==> src/hdl/csb_regs.vh <==
`ifndef CSB_REGS_VH
`define CSB_REGS_VH

// register byte offsets on the wishbone slave
`define CSB_OFS_SWAP_DATA   8'h0c
`define CSB_OFS_SWAP_CMP    8'h10
`define CSB_OFS_SWAP_CTRL   8'h14
`define CSB_OFS_ROM_HDR     8'h18
`define CSB_OFS_BUS_ID      8'h1c
`define CSB_OFS_BUS_OPT     8'h20
`define CSB_OFS_DATA_LOAD   8'h30
`define CSB_OFS_CMP_LOAD    8'h34
`define CSB_OFS_OLD_VAL     8'h38
`define CSB_OFS_IRQ_STAT    8'h40
`define CSB_OFS_IRQ_MASK    8'h44

// swap control layout
`define CSB_CTRL_DONE_BIT   31
`define CSB_CTRL_SEL_MSB    1
`define CSB_CTRL_SEL_LSB    0
`define CSB_CTRL_RST_DONE   1'b1
`define CSB_CTRL_RST_SEL    2'h0

// resource select codes
`define CSB_SEL_BUS_MGR     2'h0
`define CSB_SEL_BANDWIDTH   2'h1
`define CSB_SEL_CHAN_HI     2'h2
`define CSB_SEL_CHAN_LO     2'h3

// fixed and writable field masks
`define CSB_BUS_ID_VALUE    32'h31333934
`define CSB_HDR_RST         32'h00000000
`define CSB_OPT_RW_MASK     32'hf8ff0000
`define CSB_OPT_RST         32'h00000000
`define CSB_OPT_LOW_MASK    32'h0000ffff

// configuration rom quadlet index seen by remote nodes
`define CSB_ROM_Q_HDR       2'h0
`define CSB_ROM_Q_BUS_ID    2'h1
`define CSB_ROM_Q_BUS_OPT   2'h2

// interrupt status bits
`define CSB_IRQ_DONE_BIT    0
`define CSB_IRQ_MATCH_BIT   1
`define CSB_IRQ_WIDTH       2
`define CSB_IRQ_RST         2'h0

// swap engine states
`define CSB_ST_IDLE         2'h0
`define CSB_ST_FETCH        2'h1
`define CSB_ST_SWAP         2'h2
`define CSB_ST_DONE         2'h3

`endif

==> src/hdl/csb_swap_engine.v <==
`timescale 1ns/1ns
`include "csb_regs.vh"

module csb_swap_engine #(
  parameter WIDTH        = 32,
  parameter RST_BUS_MGR  = 32'hffffffff,
  parameter RST_BANDWID  = 32'hffffffff,
  parameter RST_CHAN_HI  = 32'hffffffff,
  parameter RST_CHAN_LO  = 32'hffffffff
) (
  input  wire             i_clk,
  input  wire             i_rst,
  input  wire             i_start,
  input  wire [1:0]       i_sel,
  input  wire [WIDTH-1:0] i_compare,
  input  wire [WIDTH-1:0] i_data,
  output reg              o_busy,
  output reg              o_done,
  output reg              o_match,
  output reg  [WIDTH-1:0] o_old
);

  localparam ST_IDLE  = `CSB_ST_IDLE;
  localparam ST_FETCH = `CSB_ST_FETCH;
  localparam ST_SWAP  = `CSB_ST_SWAP;
  localparam ST_DONE  = `CSB_ST_DONE;

  reg [WIDTH-1:0] res [0:3];
  reg [1:0]       state;
  reg [1:0]       sel;
  reg [WIDTH-1:0] cmp;
  reg [WIDTH-1:0] data;

  // operands are latched at start so later register writes cannot disturb a swap
  always @(posedge i_clk) begin
    if (i_rst) begin
      state   <= ST_IDLE;
      sel     <= `CSB_SEL_BUS_MGR;
      cmp     <= {WIDTH{1'b0}};
      data    <= {WIDTH{1'b0}};
      o_old   <= {WIDTH{1'b0}};
      o_busy  <= 1'b0;
      o_done  <= 1'b0;
      o_match <= 1'b0;
      res[0]  <= RST_BUS_MGR;
      res[1]  <= RST_BANDWID;
      res[2]  <= RST_CHAN_HI;
      res[3]  <= RST_CHAN_LO;
    end else begin
      o_done <= 1'b0;
      case (state)
        ST_IDLE: begin
          if (i_start) begin
            sel    <= i_sel;
            cmp    <= i_compare;
            data   <= i_data;
            o_busy <= 1'b1;
            state  <= ST_FETCH;
          end
        end
        ST_FETCH: begin
          o_old <= res[sel];
          state <= ST_SWAP;
        end
        ST_SWAP: begin
          // replace only when the present value matches the compare value
          if (o_old == cmp) begin
            res[sel] <= data;
            o_match  <= 1'b1;
          end else begin
            o_match  <= 1'b0;
          end
          state <= ST_DONE;
        end
        ST_DONE: begin
          o_done <= 1'b1;
          o_busy <= 1'b0;
          state  <= ST_IDLE;
        end
        default: begin
          state <= ST_IDLE;
        end
      endcase
    end
  end

endmodule

==> src/hdl/csb_top.v <==
`timescale 1ns/1ns
`include "csb_regs.vh"

module csb_top #(
  parameter WIDTH       = 32,
  parameter ADR_W       = 8,
  parameter OPT_LOW     = 16'hb003,
  parameter RST_BUS_MGR = 32'hffffffff,
  parameter RST_BANDWID = 32'hffffffff,
  parameter RST_CHAN_HI = 32'hffffffff,
  parameter RST_CHAN_LO = 32'hffffffff
) (
  input  wire             i_clk,
  input  wire             i_rst,
  input  wire             i_wb_cyc,
  input  wire             i_wb_stb,
  input  wire             i_wb_we,
  input  wire [ADR_W-1:0] i_wb_adr,
  input  wire [3:0]       i_wb_sel,
  input  wire [WIDTH-1:0] i_wb_dat,
  output reg  [WIDTH-1:0] o_wb_dat,
  output reg              o_wb_ack,
  input  wire             i_rom_rd,
  input  wire [1:0]       i_rom_idx,
  output reg  [WIDTH-1:0] o_rom_data,
  output reg              o_rom_valid,
  output reg              o_irq
);

  // merge write data into a register under the byte enables
  // lanes left low keep their old byte, so a narrow write touches one field only
  function [31:0] csb_merge;
    input [31:0] old_val;
    input [31:0] wr_val;
    input [3:0]  lanes;
    integer k;
    begin
      csb_merge = old_val;
      for (k = 0; k < 4; k = k + 1) begin
        if (lanes[k]) begin
          csb_merge[k*8 +: 8] = wr_val[k*8 +: 8];
        end
      end
    end
  endfunction

  // host visible storage and the registered read paths
  reg  [WIDTH-1:0]          swap_data;
  reg  [WIDTH-1:0]          swap_compare_value;
  reg                       swap_done_flag;
  reg  [1:0]                resource_select;
  reg  [WIDTH-1:0]          rom_header_quadlet;
  reg  [WIDTH-1:0]          bus_options_quadlet;
  reg  [`CSB_IRQ_WIDTH-1:0] irq_status;
  reg  [`CSB_IRQ_WIDTH-1:0] irq_mask;
  reg  [`CSB_IRQ_WIDTH-1:0] next_irq_status;
  reg  [WIDTH-1:0]          next_rd_data;
  reg  [WIDTH-1:0]          next_rom_data;
  reg                       swap_start;

  // engine results and decoded write strobes
  wire                      eng_busy;
  wire                      eng_done;
  wire                      eng_match;
  wire [WIDTH-1:0]          eng_old;
  wire [WIDTH-1:0]          ctrl_word;
  wire [WIDTH-1:0]          opt_word;
  wire [WIDTH-1:0]          bus_id_word;
  wire [ADR_W-1:0]          word_adr;
  wire                      wb_req;
  wire                      wb_wr;
  wire                      wr_ctrl;
  wire                      wr_data_ld;
  wire                      wr_cmp_ld;
  wire                      wr_hdr;
  wire                      wr_opt;
  wire                      wr_irq_stat;
  wire                      wr_irq_mask;

  // ack is given once per request; the gap after ack keeps a held request single
  // a master that holds its strobe through ack still gets exactly one transfer
  assign wb_req   = i_wb_cyc & i_wb_stb & ~o_wb_ack;
  assign wb_wr    = wb_req & i_wb_we;
  assign word_adr = {i_wb_adr[ADR_W-1:2], 2'b00};
  assign wr_ctrl  = wb_wr & (word_adr == `CSB_OFS_SWAP_CTRL) & (|i_wb_sel);

  // one strobe per writable offset; each block below reads only its own
  // strobe, so a new offset cannot alias onto an existing register by accident
  assign wr_data_ld  = wb_wr & (word_adr == `CSB_OFS_DATA_LOAD);
  assign wr_cmp_ld   = wb_wr & (word_adr == `CSB_OFS_CMP_LOAD);
  assign wr_hdr      = wb_wr & (word_adr == `CSB_OFS_ROM_HDR);
  assign wr_opt      = wb_wr & (word_adr == `CSB_OFS_BUS_OPT);
  assign wr_irq_stat = wb_wr & (word_adr == `CSB_OFS_IRQ_STAT) & i_wb_sel[0];
  assign wr_irq_mask = wb_wr & (word_adr == `CSB_OFS_IRQ_MASK) & i_wb_sel[0];

  // swap control readback; bits 30 to 2 are tied low
  // select sits in the low two bits, the done flag in the top bit
  assign ctrl_word = {swap_done_flag, {(WIDTH-3){1'b0}}, resource_select};

  // bus options: writable flags and accuracy, reserved bits zero, low half fixed
  // masking at readback means no stored value can leak into reserved bits
  assign opt_word = (bus_options_quadlet & `CSB_OPT_RW_MASK) |
                    ({{(WIDTH-16){1'b0}}, OPT_LOW} & `CSB_OPT_LOW_MASK);
  assign bus_id_word = `CSB_BUS_ID_VALUE;

  // swap engine: operands are latched at start, done pulses three cycles later
  // a control write taken while busy only clears done and moves the select;
  // the running swap keeps its own copy of the select and still reports done
  csb_swap_engine #(
    .WIDTH       (WIDTH),
    .RST_BUS_MGR (RST_BUS_MGR),
    .RST_BANDWID (RST_BANDWID),
    .RST_CHAN_HI (RST_CHAN_HI),
    .RST_CHAN_LO (RST_CHAN_LO)
  ) u_engine (
    .i_clk     (i_clk),
    .i_rst     (i_rst),
    .i_start   (swap_start),
    .i_sel     (resource_select),
    .i_compare (swap_compare_value),
    .i_data    (swap_data),
    .o_busy    (eng_busy),
    .o_done    (eng_done),
    .o_match   (eng_match),
    .o_old     (eng_old)
  );

  // wishbone handshake: single wait state, reads registered with ack
  // read data is captured only on reads, so a write leaves the last read visible
  // ack comes straight from a flop, which costs the one wait state
  always @(posedge i_clk) begin
    if (i_rst) begin
      o_wb_ack <= 1'b0;
      o_wb_dat <= {WIDTH{1'b0}};
    end else begin
      o_wb_ack <= wb_req;
      if (wb_req & ~i_wb_we) begin
        o_wb_dat <= next_rd_data;
      end
    end
  end

  // read mux; unmapped offsets answer with zero rather than an error
  // the low address bits are ignored, every register is one aligned word
  // write-only load offsets read zero; their values show at the read-only views
  always @* begin
    next_rd_data = {WIDTH{1'b0}};
    case (word_adr)
      `CSB_OFS_SWAP_DATA: next_rd_data = swap_data;
      `CSB_OFS_SWAP_CMP:  next_rd_data = swap_compare_value;
      `CSB_OFS_SWAP_CTRL: next_rd_data = ctrl_word;
      `CSB_OFS_ROM_HDR:   next_rd_data = rom_header_quadlet;
      `CSB_OFS_BUS_ID:    next_rd_data = bus_id_word;
      `CSB_OFS_BUS_OPT:   next_rd_data = opt_word;
      `CSB_OFS_OLD_VAL:   next_rd_data = eng_old;
      `CSB_OFS_IRQ_STAT:  next_rd_data = {{(WIDTH-`CSB_IRQ_WIDTH){1'b0}}, irq_status};
      `CSB_OFS_IRQ_MASK:  next_rd_data = {{(WIDTH-`CSB_IRQ_WIDTH){1'b0}}, irq_mask};
      default:            next_rd_data = {WIDTH{1'b0}};
    endcase
  end

  // operand registers; compare is loaded only through its load port so the
  // read-only view cannot be changed mid-swap by a stray write to its offset
  // the engine copies both operands at start, so reloading them early is safe
  always @(posedge i_clk) begin
    if (i_rst) begin
      swap_data          <= {WIDTH{1'b0}};
      swap_compare_value <= {WIDTH{1'b0}};
    end else begin
      if (wr_data_ld) begin
        swap_data <= csb_merge(swap_data, i_wb_dat, i_wb_sel);
      end
      if (wr_cmp_ld) begin
        swap_compare_value <= csb_merge(swap_compare_value, i_wb_dat, i_wb_sel);
      end
    end
  end

  // swap control: a write selects the resource and launches a swap when idle
  // a start while busy is dropped; the running swap still reports done
  // start is a one-cycle pulse so a held request cannot launch twice
  always @(posedge i_clk) begin
    if (i_rst) begin
      swap_done_flag  <= `CSB_CTRL_RST_DONE;
      resource_select <= `CSB_CTRL_RST_SEL;
      swap_start      <= 1'b0;
    end else begin
      swap_start <= 1'b0;
      if (wr_ctrl & i_wb_sel[0]) begin
        resource_select <= i_wb_dat[`CSB_CTRL_SEL_MSB:`CSB_CTRL_SEL_LSB];
      end
      if (wr_ctrl & ~eng_busy) begin
        swap_start <= 1'b1;
      end
      // completion beats a clear landing in the same cycle
      if (eng_done) begin
        swap_done_flag <= 1'b1;
      end else if (wr_ctrl) begin
        swap_done_flag <= 1'b0;
      end
    end
  end

  // rom header fields are plain storage; validity while linked is software's job
  // the check value has no defined reset; zero keeps the readback clean
  // remote nodes see a write in the next strobe, there is no shadow copy
  always @(posedge i_clk) begin
    if (i_rst) begin
      rom_header_quadlet <= `CSB_HDR_RST;
    end else if (wr_hdr) begin
      rom_header_quadlet <= csb_merge(rom_header_quadlet, i_wb_dat, i_wb_sel);
    end
  end

  // bus options keep only the writable bits; reserved bits never store
  // the fixed low half is merged at readback, not stored, so it cannot drift
  // lane writes are allowed, each lane lands on its own field
  always @(posedge i_clk) begin
    if (i_rst) begin
      bus_options_quadlet <= `CSB_OPT_RST;
    end else if (wr_opt) begin
      bus_options_quadlet <= csb_merge(bus_options_quadlet, i_wb_dat, i_wb_sel) &
                             `CSB_OPT_RW_MASK;
    end
  end

  // remote quadlet read mux; index 3 lies past the served block and reads zero
  // remote reads share the fields of the host view, so both always agree
  // the index is from logic on this clock, so it needs no synchroniser
  always @* begin
    next_rom_data = {WIDTH{1'b0}};
    case (i_rom_idx)
      `CSB_ROM_Q_HDR:     next_rom_data = rom_header_quadlet;
      `CSB_ROM_Q_BUS_ID:  next_rom_data = bus_id_word;
      `CSB_ROM_Q_BUS_OPT: next_rom_data = opt_word;
      default:            next_rom_data = {WIDTH{1'b0}};
    endcase
  end

  // remote read answer one cycle after the strobe; data holds until the next one
  // the link side takes valid and data together in the cycle after its strobe
  // back to back strobes are served every cycle, no busy state is needed
  always @(posedge i_clk) begin
    if (i_rst) begin
      o_rom_data  <= {WIDTH{1'b0}};
      o_rom_valid <= 1'b0;
    end else begin
      o_rom_valid <= i_rom_rd;
      if (i_rom_rd) begin
        o_rom_data <= next_rom_data;
      end
    end
  end

  // sticky status: a new event wins over a write-one-to-clear in the same cycle
  // the clear uses lane 0 only; the other lanes carry no status bits
  // losing an event would hide a finished swap from software for good
  always @* begin
    next_irq_status = irq_status;
    if (wr_irq_stat) begin
      next_irq_status = irq_status & ~i_wb_dat[`CSB_IRQ_WIDTH-1:0];
    end
    if (eng_done) begin
      next_irq_status[`CSB_IRQ_DONE_BIT] = 1'b1;
    end
    if (eng_done & eng_match) begin
      next_irq_status[`CSB_IRQ_MATCH_BIT] = 1'b1;
    end
  end

  // status, mask and the level interrupt line
  // the line is built from next status so it rises with the status bit
  // a new mask takes effect on the line one cycle after the write
  always @(posedge i_clk) begin
    if (i_rst) begin
      irq_status <= `CSB_IRQ_RST;
      irq_mask   <= `CSB_IRQ_RST;
      o_irq      <= 1'b0;
    end else begin
      irq_status <= next_irq_status;
      if (wr_irq_mask) begin
        irq_mask <= i_wb_dat[`CSB_IRQ_WIDTH-1:0];
      end
      o_irq <= |(next_irq_status & irq_mask);
    end
  end

endmodule

==> config.mk <==
export PLATFORM = sky130hd
export DESIGN_NAME = csb_top
export DESIGN_NICKNAME = d
export VERILOG_FILES = /design/src/hdl/csb_swap_engine.v /design/src/hdl/csb_top.v
export VERILOG_INCLUDE_DIRS = /design/src /design/src/hdl
export SDC_FILE = /design/constraint.sdc
export NUM_CORES = 1
export LEC_CHECK = 0
export ABC_CLOCK_PERIOD_IN_PS = 2800
export BUFFER_PORTS_ARGS = -buffer_cell sky130_fd_sc_hd__clkbuf_2
export CORE_MARGIN = 2
export CORE_UTILIZATION = 40
export DETAILED_ROUTE_END_ITERATION = 10
export GPL_TIMING_DRIVEN = 1
export HOLD_SLACK_MARGIN = 0.06
export MAX_ROUTING_LAYER = met4
export REMOVE_ABC_BUFFERS = 1
export SKIP_CTS_REPAIR_TIMING = 1
export SLEW_MARGIN = 10
export SYNTH_ARGS = -nofsm -noshare
export SYNTH_HDL_FRONTEND = slang
export SYNTH_SLANG_ARGS = --single-unit
export TNS_END_PERCENT = 1
==> constraint.sdc <==
create_clock -name i_clk -period 2.8 [get_ports i_clk]
set_input_delay 0.28 -clock i_clk [delete_from_list [all_inputs] [get_ports i_clk]]
set_output_delay 0.28 -clock i_clk [all_outputs]
set_load 0.03 [all_outputs]
==> results.yml <==
finish:
  utilization: 0.474
  seq_area_um2: 9590
  mostFrequentLayoutCells: "403 x nand2_1, 286 x dfxtp_1, 209 x a21oi_1, 142 x nor2_1, 128 x edfxtp_1"
  final_common_cell: "nand2_1"
  fill_cells: 4016
  area_delta_synth_final_pct: 17.4
  layout.cells.non_filler: 2516
  drive_above_1_share: 0.159
  final_nets: 1958
  multi_input_area_um2: 7100
pwr:
  power_frac_seq: 0.464
  power.switching_w: 0.00398
  ir_drop_mv: 0.488
  power.internal_w: 0.0105
  p_leak_nw: 6.70
  sw_frac_of_total: 0.275
  power.share.clock: 0.388
  comb_power_share: 0.149
  power_density_nw_per_um2: 713
cts:
  insertion_delay_ns: 0.55
  cts_buffers: 43
  cts_buffer_depth: 3
  clkTransAtPathRegs_ns: 0.06
  clkSinkCount: 415
  tritoncts: "done"
  h-tree-depth: 2
  root_buffer: "clkbuf_16"
drt:
  drt_iter0_drc: 1215
  finalWirelength_mm: 51.4
  drtPass1Iterations: 5
  detail_route.wl_per_cell_um: 20.4
  via_per_inst: 5.46
  ant_nets: 0
  num_vias: 13700
  drc: 0
setup_path:
  cp_cell_sequence: "inv_1, ha_1, o2111ai_1, or4_1, buf_4, nor4_4, buf_4, nand2_1"
  crit_type: "flip-flop to flip-flop"
  critPathTopFamily: "simple AND/OR/NAND/NOR gates"
  worst_r2r_endpoint: "u_engine.res[2][22]"
  critical_path.max_fanout: 24
  cp-start-kind: "flip-flop"
  critPathLaunch: "u_engine.state[0]"
  cp.required_ns: 3.07
  cp.depth: 8
  slowest_delay_ns: 0.57
  critPathCaptureType: "flip-flop"
  reg2reg_from: "u_engine.state[0]"
  crit_top_cell: "buf_4"
  slowest_stage: "or4_1"
  reg2regPathDepth: 8
  critPathBufInv: 3
  crit_end: "u_engine.res[2][22]"
  r2r_slack_ns: 0.21
  crit_arrival_ns: 2.86
floorplan:
  num_rows: 76
  start_util: 0.403
  coreArea_um2: 42900
  die_width_um: 212
  pin_count: 119
  design.die.area_um2: 44900
  chipHeight_um: 212
synthesis:
  syn_inst: 1779
  syn_area_per_cell_um2: 9.72
  yosysTopAreaCell: "dfxtp_1"
  yosysTopAreaCellShare: 0.332
  syn-cell-area_um2: 17300
  yosysWarnings: 0
  netlist_top_cells_area: "dfxtp_1 33%, edfxtp_1 22%, nand2_1 8.8%"
  ys_seq_area_frac: 0.554
  synth_edf_count: 128
  ys_types: 59
  ys_seq_elements: 415
  synthArstFlopShare: 0
  synth_ff_type: "dfxtp_1"
placed_design:
  gp_congestion: 0.911
  port_buffers: 116
  placed_cells: 2418
  pre_cts_slack_ns: 0.254
  hpwlAfterDp_mm: 35.4
timing:
  worstMarginPinSlew_ns: 1.26
  setup_viol: 0
  layout_min_cycle_time_ns: 2.59
  slew_viol_final: 0
  fin_worst_skew_ns: 0.0179
  relSlewSlack: 0.161
  setup_tns_ns: 0
  hold_viol: 0
  fin_crit_sh: 0.924
  postLayoutSetupSlackWorst_ns: 0.214
  fmax_mhz: 387
  timing.hold.ws_ns: 0.0357
  rsz0062_at_grt: "false"
global_routing:
  grt_pass1_vias: 13000
  grt_overflow_total: 0
  grt_max_degree: 79
  grtUsageTotal: 0.233
  grt_pass1_wl_mm: 77.7
  grt_antenna_before_repair: 1
hold_path:
  hp-class: "input pin to flip-flop"
outcome:
  run_status: "finished, final reports clean"
flow_run:
  maxCapViolations: 0
registers in the layout, indices dropped and copies added (netlist names), 2 cells and up:
register	flops
bus_options_quadlet	13
irq_mask	2
irq_status	2
o_rom_data	32
o_wb_dat	32
resource_select	2
rom_header_quadlet	32
swap_compare_value	32
swap_data	32
u_engine.cmp	32
u_engine.data	32
u_engine.o_old	32
u_engine.res	128
u_engine.sel	2
u_engine.state	2
power groups by stage:
| stage | combinational [W] | sequential, W | clock, W |
|---|---|---|---|
| CTS | 0.00213 | 0.00671 | 0.00572 |
| finish | 0.00215 | 0.00672 | 0.00562 |
| global route | 0.00231 | 0.00674 | 0.00593 |
| floorplan | 0.00115 | 0.00675 | 0 |
| global placement | 0.00209 | 0.00683 | 0 |
| detailed placement | 0.00211 | 0.00683 | 0 |
cell usage after synthesis, drive strengths merged, types with 8 or more instances:
| cell | n |
|---|---|
| mux4 | 32 |
| a221oi | 20 |
| mux2i | 65 |
| nor4 | 8 |
| ha | 8 |
| o21ai | 12 |
| a22o | 26 |
| nor3 | 26 |
| nand4 | 10 |
| nand3 | 109 |
| nor2b | 29 |
| clkbuf | 90 |
| nand2b | 15 |
| buf | 41 |
| edfxtp | 128 |
| inv | 14 |
| xor2 | 20 |
| nor2 | 144 |
| a21oi | 209 |
| dfxtp | 287 |
| nand2 | 404 |
| a22oi | 12 |
| a211oi | 15 |
final cells by class:
cell class / instances / area share
Clock buffer: 67 / 0.0639
Multi-Input combinational cell: 1219 / 0.350
Antenna cell: 1 / 0.000123
Timing Repair Buffer: 205 / 0.0718
Clock inverter: 10 / 0.00382
Tap cell: 585 / 0.0360
Inverter: 14 / 0.00259
Sequential cell: 415 / 0.472
worst register-to-register path: cells and delay by family (launching register included):
kind | cells | cell delay, ns
buffers and inverters | 3 | 0.68
and+or+nand+nor | 3 | 1.01
AOI/OAI and AO/OA | 1 | 0.10
adders and majority gates | 1 | 0.20
DFF | 1 | 0.34
worst min path at each step:
| stage | endpoint | slack (ns) | depth (start not counted) | startpoint |
|---|---|---|---|---|
| 4_1_cts | swap_compare_value[9] | -0.003 | 3 | i_wb_dat[9] |
| 6_report | swap_compare_value[16] | 0.04 | 3 | i_wb_dat[16] |
| 5_1_grt | swap_compare_value[7] | 0.05 | 3 | i_wb_dat[7] |
| 3_5_place_dp | swap_start | 0.41 | 1 | u_engine.o_busy |
| 2_1_floorplan | o_rom_data[10] | 0.35 | 1 | i_rst |
| 3_3_place_gp | swap_start | 0.41 | 1 | u_engine.o_busy |
metal layers:
metal / global-route usage / up-vias / share of wire
li1: - / 6465 / -
met1: 0.322 / 6650 / 0.45
met2: 0.351 / 527 / 0.45
met3: 0.0381 / 89 / 0.075
met4: 0.0721 / 0 / 0.027
met5: - / - / 0
per-stage QoR:
stage          power (W)  area, um2
6_report          0.0145      20300
4_1_cts           0.0146      20100
2_1_floorplan    0.00791      16700
3_3_place_gp     0.00892      18700
5_1_grt           0.0150      20300
3_5_place_dp     0.00895      18700
kinds of logic (layout without fill, tap and decap cells):
logic type,Yosys count,count (layout),share of synthesized area
buffers and inverters,145,296,0.0370
and+or+nand+nor,764,764,0.195
AOI/OAI and AO/OA,320,320,0.113
adders and majority gates,8,8,0.00579
DFF,415,415,0.554
muxes,103,103,0.0832
other,0,1,0
xor gates and xnor gates,24,24,0.0122
No activity file was read; power rests on OpenSTA's default activity.
